[src/common/dual_timer_regs.svh]
`ifndef DUAL_TIMER_REGS_SVH
`define DUAL_TIMER_REGS_SVH

// ==========================================================
// register offsets
`define ADDR_EVENT_CTRL    16'hFFC0
`define ADDR_OUT_SRC_CTRL  16'hFFC1
`define ADDR_T0_CTRL       16'hFFC2
`define ADDR_T1_CTRL       16'hFFC3
`define ADDR_T0_RELOAD_LO  16'hFFC4
`define ADDR_T0_RELOAD_HI  16'hFFC5
`define ADDR_T1_RELOAD_LO  16'hFFC6
`define ADDR_T1_RELOAD_HI  16'hFFC7
`define ADDR_T0_COUNT_LO   16'hFFC8
`define ADDR_T0_COUNT_HI   16'hFFC9
`define ADDR_T1_COUNT_LO   16'hFFCA
`define ADDR_T1_COUNT_HI   16'hFFCB
`define ADDR_IRQ_MASK      16'hFFE2
`define ADDR_IRQ_FLAGS     16'hFFF2

// ==========================================================
// field positions
`define BIT_PULSE_POL      0
`define BIT_NOISE_SEL      1
`define BIT_COUNTER_MODE   2
`define BIT_SRC0           0
`define BIT_SRC1           1
`define BIT_WAVE_EN        2
`define BIT_WAVE_CHAN      3
`define BIT_RUN            0
`define BIT_RELOAD_STROBE  1
`define POS_RATIO          2

// ==========================================================
// reset values and timing
`define RESET_NIBBLE       4'h0
`define RESET_BYTE         8'h00
`define NOISE_REJECT_NS    40
`define CLK_PERIOD_NS      10
`endif

[src/common/dual_timer_pkg.sv]
package dual_timer_pkg;

  // ==========================================================
  // whole state of the timer block
  typedef struct packed {
    logic [1:0]      lowSync;
    logic [1:0]      highSync;
    logic [1:0]      eventSync;
    logic            lowLast;
    logic            highLast;
    logic            eventLast;
    logic [3:0]      rejectCnt;
    logic            eventClean;
    logic            counterModeSelect;
    logic            noiseRejectSelect;
    logic            pulsePolaritySelect;
    logic            waveChannelSelect;
    logic            waveOutputEnable;
    logic [1:0]      sourceSelect;
    logic [1:0][1:0] ratio;
    logic [1:0]      run;
    logic [1:0][7:0] reload;
    logic [1:0][7:0] count;
    logic [1:0][7:0] prescale;
    logic [1:0]      wave;
    logic [1:0]      irqEnable;
    logic [1:0]      irqFlag;
    logic [3:0]      rdData;
    logic            irq;
    logic            pin;
    logic            pinOe;
  } state_type;

endpackage

[src/core/dual_8bit_programmable_timer.sv]
// Added by the designer: strobed register access.
`timescale 1ns/1ns
`include "dual_timer_regs.svh"

module dual_8bit_programmable_timer (
  input  wire logic        core_clk,
  input  wire logic        resetn,
  input  wire logic        clkEn,
  input  wire logic [15:0] regAddr,
  input  wire logic [3:0]  regWrData,
  input  wire logic        regWr,
  input  wire logic        regRd,
  output logic      [3:0]  regRdData,
  input  wire logic        lowSpeedOscillator,
  input  wire logic        highSpeedOscillator,
  input  wire logic        eventIn,
  input  wire logic        portData,
  input  wire logic        portHighZ,
  output logic             irq,
  output logic             timerWavePin,
  output logic             timerWavePinOe
);
  import dual_timer_pkg::*;

  // ==========================================================
  // derived timing
  // glitches shorter than this never reach the event counter while the noise rejector is selected
  localparam int REJECT_CYCLES_INT =
    (`NOISE_REJECT_NS + `CLK_PERIOD_NS - 1) / `CLK_PERIOD_NS;
  localparam logic [3:0] REJECT_CYCLES = 4'(REJECT_CYCLES_INT);

  state_type stateQ;
  state_type stateD;

  // ==========================================================
  // helper functions
  // mask of prescaler bits that must be all ones for a tick
  function automatic logic [7:0] ratioMask(input logic [1:0] code);
    logic [7:0] m;
    m = 8'h00;
    unique case (code)
      2'h0: m = 8'h00;
      2'h1: m = 8'h03;
      2'h2: m = 8'h1F;
      2'h3: m = 8'hFF;
    endcase
    return m;
  endfunction

  // one prescaler output for a given source edge
  function automatic logic prescaleTick(input logic srcEdge,
                                        input logic [1:0] code,
                                        input logic [7:0] cnt);
    logic t;
    t = srcEdge && ((cnt & ratioMask(code)) == ratioMask(code));
    return t;
  endfunction

  // read a nibble of a byte
  function automatic logic [3:0] nibble(input logic [7:0] b,
                                        input logic hi);
    logic [3:0] n;
    n = hi ? b[7:4] : b[3:0];
    return n;
  endfunction

  // ==========================================================
  // next-state logic
  always_comb begin
    logic       lowEdge;
    logic       highEdge;
    logic       rawEdge;
    logic       cleanEdge;
    logic       eventEdge;
    logic       evLevel;
    logic       evPrev;
    logic [1:0] srcEdge;
    logic [1:0] preTick;
    logic [1:0] tick;
    logic [1:0] underflow;
    logic [1:0] reloadHit;
    logic [1:0] flagClear;
    lowEdge   = 1'b0;
    highEdge  = 1'b0;
    rawEdge   = 1'b0;
    cleanEdge = 1'b0;
    eventEdge = 1'b0;
    evLevel   = 1'b0;
    evPrev    = 1'b0;
    srcEdge   = 2'b00;
    preTick   = 2'b00;
    tick      = 2'b00;
    underflow = 2'b00;
    reloadHit = 2'b00;
    flagClear = 2'b00;
    stateD    = stateQ;

    // two-flop synchronisers for the pins; only stage 1 is read
    stateD.lowSync   = {stateQ.lowSync[0], lowSpeedOscillator};
    stateD.highSync  = {stateQ.highSync[0], highSpeedOscillator};
    stateD.eventSync = {stateQ.eventSync[0], eventIn};
    stateD.lowLast   = stateQ.lowSync[1];
    stateD.highLast  = stateQ.highSync[1];

    // oscillator rising edges serve as source clocks
    lowEdge  = stateQ.lowSync[1] && !stateQ.lowLast;
    highEdge = stateQ.highSync[1] && !stateQ.highLast;

    // noise rejector: level must hold for a few cycles before it is taken
    if (stateQ.eventSync[1] == stateQ.eventClean) begin
      stateD.rejectCnt = 4'h0;
    end else if (stateQ.rejectCnt >= REJECT_CYCLES - 4'h1) begin
      stateD.rejectCnt  = 4'h0;
      stateD.eventClean = stateQ.eventSync[1];
    end else begin
      stateD.rejectCnt = stateQ.rejectCnt + 4'h1;
    end

    // pick raw or filtered level, then detect the chosen edge
    evLevel = stateQ.noiseRejectSelect ? stateQ.eventClean
                                       : stateQ.eventSync[1];
    evPrev  = stateQ.eventLast;
    stateD.eventLast = evLevel;
    rawEdge   = evLevel && !evPrev;
    cleanEdge = !evLevel && evPrev;
    // polarity 1 counts rising edges, 0 falling edges
    eventEdge = stateQ.pulsePolaritySelect ? rawEdge : cleanEdge;

    // prescalers run all the time so the ratio phase stays steady
    for (int i = 0; i < 2; i++) begin
      srcEdge[i] = stateQ.sourceSelect[i] ? highEdge : lowEdge;
      if (srcEdge[i]) begin
        stateD.prescale[i] = stateQ.prescale[i] + 8'h01;
      end
      preTick[i] = prescaleTick(srcEdge[i], stateQ.ratio[i],
                                stateQ.prescale[i]);
    end

    // timer 0 clock: events or prescaler
    tick[0] = stateQ.counterModeSelect ? eventEdge : preTick[0];
    tick[1] = preTick[1];

    // reload strobes from the bus
    reloadHit[0] = regWr && regAddr == `ADDR_T0_CTRL
                   && regWrData[`BIT_RELOAD_STROBE];
    reloadHit[1] = regWr && regAddr == `ADDR_T1_CTRL
                   && regWrData[`BIT_RELOAD_STROBE];
    flagClear = (regWr && regAddr == `ADDR_IRQ_FLAGS)
                ? regWrData[1:0] : 2'b00;

    // down counters
    for (int i = 0; i < 2; i++) begin
      if (stateQ.run[i] && tick[i]) begin
        if (stateQ.count[i] == 8'h00) begin
          underflow[i]    = 1'b1;
          stateD.count[i] = stateQ.reload[i];
          stateD.wave[i]  = !stateQ.wave[i];
        end else begin
          stateD.count[i] = stateQ.count[i] - 8'h01;
        end
      end
      // a strobe overrides any count step in the same cycle
      if (reloadHit[i]) begin
        stateD.count[i] = stateQ.reload[i];
      end
      // set wins over a software clear in the same cycle
      if (underflow[i]) begin
        stateD.irqFlag[i] = 1'b1;
      end else if (flagClear[i]) begin
        stateD.irqFlag[i] = 1'b0;
      end
    end

    // register writes
    if (regWr) begin
      unique case (regAddr)
        `ADDR_EVENT_CTRL: begin
          stateD.counterModeSelect   = regWrData[`BIT_COUNTER_MODE];
          stateD.noiseRejectSelect   = regWrData[`BIT_NOISE_SEL];
          stateD.pulsePolaritySelect = regWrData[`BIT_PULSE_POL];
        end
        `ADDR_OUT_SRC_CTRL: begin
          stateD.waveChannelSelect = regWrData[`BIT_WAVE_CHAN];
          stateD.waveOutputEnable  = regWrData[`BIT_WAVE_EN];
          stateD.sourceSelect[1]   = regWrData[`BIT_SRC1];
          stateD.sourceSelect[0]   = regWrData[`BIT_SRC0];
        end
        `ADDR_T0_CTRL: begin
          stateD.ratio[0] = regWrData[`POS_RATIO +: 2];
          stateD.run[0]   = regWrData[`BIT_RUN];
        end
        `ADDR_T1_CTRL: begin
          stateD.ratio[1] = regWrData[`POS_RATIO +: 2];
          stateD.run[1]   = regWrData[`BIT_RUN];
        end
        `ADDR_T0_RELOAD_LO: stateD.reload[0][3:0] = regWrData;
        `ADDR_T0_RELOAD_HI: stateD.reload[0][7:4] = regWrData;
        `ADDR_T1_RELOAD_LO: stateD.reload[1][3:0] = regWrData;
        `ADDR_T1_RELOAD_HI: stateD.reload[1][7:4] = regWrData;
        `ADDR_IRQ_MASK: stateD.irqEnable = regWrData[1:0];
        // count registers are read only; other writes fall here
        default: stateD.irqEnable = stateD.irqEnable;
      endcase
    end

    // register reads; data stands the cycle after the strobe only
    stateD.rdData = 4'h0;
    if (regRd) begin
      unique case (regAddr)
        `ADDR_EVENT_CTRL:
          stateD.rdData = {1'b0, stateQ.counterModeSelect,
                           stateQ.noiseRejectSelect,
                           stateQ.pulsePolaritySelect};
        `ADDR_OUT_SRC_CTRL:
          stateD.rdData = {stateQ.waveChannelSelect,
                           stateQ.waveOutputEnable,
                           stateQ.sourceSelect[1],
                           stateQ.sourceSelect[0]};
        // reload strobe bit is write-only and reads 0
        `ADDR_T0_CTRL:
          stateD.rdData = {stateQ.ratio[0], 1'b0, stateQ.run[0]};
        `ADDR_T1_CTRL:
          stateD.rdData = {stateQ.ratio[1], 1'b0, stateQ.run[1]};
        `ADDR_T0_RELOAD_LO: stateD.rdData = nibble(stateQ.reload[0], 1'b0);
        `ADDR_T0_RELOAD_HI: stateD.rdData = nibble(stateQ.reload[0], 1'b1);
        `ADDR_T1_RELOAD_LO: stateD.rdData = nibble(stateQ.reload[1], 1'b0);
        `ADDR_T1_RELOAD_HI: stateD.rdData = nibble(stateQ.reload[1], 1'b1);
        `ADDR_T0_COUNT_LO: stateD.rdData = nibble(stateQ.count[0], 1'b0);
        `ADDR_T0_COUNT_HI: stateD.rdData = nibble(stateQ.count[0], 1'b1);
        `ADDR_T1_COUNT_LO: stateD.rdData = nibble(stateQ.count[1], 1'b0);
        `ADDR_T1_COUNT_HI: stateD.rdData = nibble(stateQ.count[1], 1'b1);
        `ADDR_IRQ_MASK:
          stateD.rdData = {2'b00, stateQ.irqEnable};
        `ADDR_IRQ_FLAGS:
          stateD.rdData = {2'b00, stateQ.irqFlag};
        // unmapped addresses read zero
        default: stateD.rdData = 4'h0;
      endcase
    end

    // interrupt from masked flags, using next-cycle values
    stateD.irq = |(stateD.irqFlag & stateD.irqEnable);

    // shared pin: wave replaces port data while enabled
    if (stateD.waveOutputEnable) begin
      stateD.pin = stateD.wave[stateD.waveChannelSelect];
    end else begin
      stateD.pin = portData;
    end
    // high-z control applies to either source
    stateD.pinOe = !portHighZ;
  end

  // ==========================================================
  // state register; clkEn low freezes everything
  always_ff @(posedge core_clk or negedge resetn) begin
    if (!resetn) begin
      stateQ <= '0;
    end else if (clkEn) begin
      stateQ <= stateD;
    end
  end

  // ==========================================================
  // outputs straight from flops
  assign regRdData      = stateQ.rdData;
  assign irq            = stateQ.irq;
  assign timerWavePin   = stateQ.pin;
  assign timerWavePinOe = stateQ.pinOe;

endmodule

[config.mk]
export PLATFORM = sky130hd
export DESIGN_NAME = dual_8bit_programmable_timer
export DESIGN_NICKNAME = d
export VERILOG_FILES = /design/src/common/dual_timer_pkg.sv /design/src/core/dual_8bit_programmable_timer.sv
export VERILOG_INCLUDE_DIRS = /design/src /design/src/common
export SDC_FILE = /design/constraint.sdc
export NUM_CORES = 1
export LEC_CHECK = 0
export BUFFER_PORTS_ARGS = -buffer_cell sky130_fd_sc_hd__clkbuf_2
export CORE_MARGIN = 5
export CORE_UTILIZATION = 50
export CTS_CLUSTER_SIZE = 28
export DETAILED_ROUTE_END_ITERATION = 12
export PLACE_DENSITY = 0.68
export SLEW_MARGIN = 10
export SYNTH_ARGS = -nofsm -noshare
export SYNTH_HDL_FRONTEND = slang
export SYNTH_SLANG_ARGS = --single-unit
[constraint.sdc]
create_clock -name core_clk -period 2.7 [get_ports core_clk]
set_input_delay 0.135 -clock core_clk [delete_from_list [all_inputs] [get_ports core_clk]]
set_output_delay 0.135 -clock core_clk [all_outputs]
set_load 0.01 [all_outputs]
==> flow_summary.yaml <==
place:
  routabilityCongestion: 0.9199
  dp.cells: 621
  dp_hpwl_mm: 8.500
  io_buffers: 36
global_routing:
  grtUsageMet2_pct: 32.99
  grt_max_degree: 49
  grt_use_met3_pct: 4.299
  grt_pass1_vias: 3721
  grt-busiest-layer: "met2"
  grt_use_met1_pct: 28.73
  grt_usage_pct: 20.64
  grt_overflow_total: 0
  grt_pass1_wl_mm: 18.97
  grt_antenna_before_repair: 0
cells_and_area:
  final_common_cell: "dfrtp_1"
  fin_cells: 642
  diodes: 0
  mostFrequentLayoutCells: "88 x dfrtp_1, 44 x mux2_2, 41 x o21ai_0"
  register_area_um2: 2202
  final_layout_size_suffix_gt1_share_pct: 22.42
  fin_nets: 545
  multi_input_area_um2: 2436
  nFillCells: 774
  area_growth_pct: 12.01
drt:
  routed_wl_mm: 11.51
  vias_per_cell: 5.980
  drc: 0
  first_iter_violations: 229
  drt-wirelength-per-cell_um: 17.93
  antenna_left: 0
  drtPass1Iterations: 6
  num_vias: 3839
timing:
  slew_headroom_pct: 40.95
  hold_slack_ns: 0.01910
  min_period_ns: 2.285
  fin_crit_sh_pct: 84.64
  tightest_slew_ns: 0.8799
  fin_skew_ns: 0.01443
  hold_viol: 0
  setup_tns_ns: 0
  rsz0062_at_grt: "no"
  drv_slew: 0
  final-setup-viol-count: 0
  fmax_ghz: 0.4376
logic_synthesis:
  yosys_warnings: 0
  ys_seq_elements: 88
  seq_area_frac_synth_pct: 45.67
  synth-async-reset-ratio_pct: 100.0
  avgSynthCellArea_um2: 10.15
  yosysUniqueCellTypes: 63
  syn_nets: 512
  syn_area_um2: 4822
  synth-main-ff-cell: "dfrtp_1"
  synth_edf_count: 0
  synthCells: 475
clocking:
  cts_buffers: 9
  ctsHtreeMaxLevel: 3
  clk_latency_ns: 0.37
  cts.sinks: 88
  cts_setup_buffers: 0
  clockBufferDepth: 2
  clk_pin_slew_worst_paths_ns: 0.09
  cts_tree: "built"
  cts-root-buf: "clkbuf_8"
setup_path:
  worstSetupStartpoint: "stateQ[72]$_DFFE_PN0P_"
  cp-end-kind: "register"
  critPathRequiredTime_ns: 2.95
  crit_type: "reg -> reg"
  crit_arrival_ns: 2.53
  worstSetupStartpointType: "register"
  timing.rr.start: "stateQ[72]$_DFFE_PN0P_"
  worst-path-max-fanout: 9
hold_path:
  hp-class: "in -> reg"
  worstHoldStart: "portData"
power_and_ir_drop:
  power_density_nw_per_um2: 559.1
  power_leakage_nw: 2.361
  ir_drop_mv: 0.4741
  power_mw: 3.020
status:
  outcome: "completed"
floorplan:
  row_count: 35
  core_area_um2: 9328
  die_area_um2: 11710
  fp.dieH_um: 108.2
  initial_core_util_pct: 51.70
  pin_count: 37
  fp.dieW_um: 108.2
run:
  cap_violations: 0
## cells by family after synthesis
kind of cell	count (synthesis)	synth area share [%]
fa+ha+maj	7	1.816
flops	88	45.67
compound gates	105	14.01
mux	56	13.54
simple gates	160	17.70
buf+inv	40	3.814
xor+xnor	19	3.451
## power by group
group / switching, mW / internal [mW] / total [mW]
combinational: 0.203 / 0.175 / 0.378
sequential: 0.107 / 1.43 / 1.54
clock: 0.481 / 0.622 / 1.10
total: 0.792 / 2.23 / 3.02
## sequential cells by signal, summed over array words and instances, names as in the netlist
name            count
irq                 1
regRdData           4
stateD              5
stateQ             76
timerWavePin        1
timerWavePinOe      1
## cell type report
| cell class | instances | area share [%] |
|---|---|---|
| Multi-Input combinational cell | 347 | 45.10 |
| Sequential cell | 88 | 40.77 |
| Timing Repair Buffer | 50 | 5.791 |
| Tap cell | 129 | 2.988 |
| Clock buffer | 10 | 2.363 |
| Clock inverter | 6 | 2.154 |
| Inverter | 12 | 0.8339 |
## worst paths after layout
path | end | slack [ns] | cells past startpoint
hold reg to reg | stateQ[25]$_DFFE_PN0P_ | 0.47 | 1
hold / removal | timerWavePin$_DFFE_PN0P_ | 0.02 | 3
setup / recovery | stateQ[30]$_DFFE_PN0P_ | 0.41 | 6
min in group asynchronous | stateQ[78]$_DFFE_PN0P_ | 0.28 | 2
setup reg to reg | stateQ[30]$_DFFE_PN0P_ | 0.41 | 6
max in group asynchronous | stateQ[40]$_DFFE_PN0P_ | 1.77 | 3
## synthesized netlist by cell type (all sizes together), types with 6 or more instances
master / instances / area [um2]
nand4: 13 / 81.33
inv: 12 / 45.04
o21ai: 43 / 215.2
o2bb2ai: 6 / 52.55
nand2: 32 / 120.1
xnor2: 13 / 113.9
xor2: 6 / 52.55
buf: 15 / 90.08
nor3b: 9 / 78.83
a21oi: 18 / 93.84
mux2: 44 / 495.5
nor3: 18 / 90.09
nand3: 18 / 90.09
clkbuf: 13 / 48.80
dfrtp: 88 / 2202
nor2b: 12 / 75.07
nor2: 32 / 120.1
ha: 7 / 87.58
mux2i: 9 / 90.09
## metrics by stage
stage	util, %	setup WS (ns)	cell area [um2]
after floorplan	-	0.5986	4822
after CTS	57.80	0.4579	5391
after detailed placement	54.76	0.3074	5107
after global placement	54.76	0.3448	5107
final	57.91	0.4146	5401
after global routing	57.91	0.2411	5401
## routing by layer
metal / part of all wire (%) / vias up
li1: - / 1802
met1: 47 / 1889
met2: 46 / 126
met3: 5.8 / 22
met4: 1.7 / 0
met5: 0 / -
## worst max-delay path, stage by stage (launching register included)
cell and delay (ns):
dfrtp_1 0.41, mux2_2 0.37, mux2i_1 0.17, a21boi_0 0.14, a21oi_1 0.54, nor2_1 0.21
mux2_2 0.32
## timing repair
item,4_1_cts,5_1_grt
hold buffers,4,1
gates resized for setup,0,0
endpoints found under the setup margin,0,0
endpoints found under the hold margin,43,1
Power figures use the tool's default switching activity.
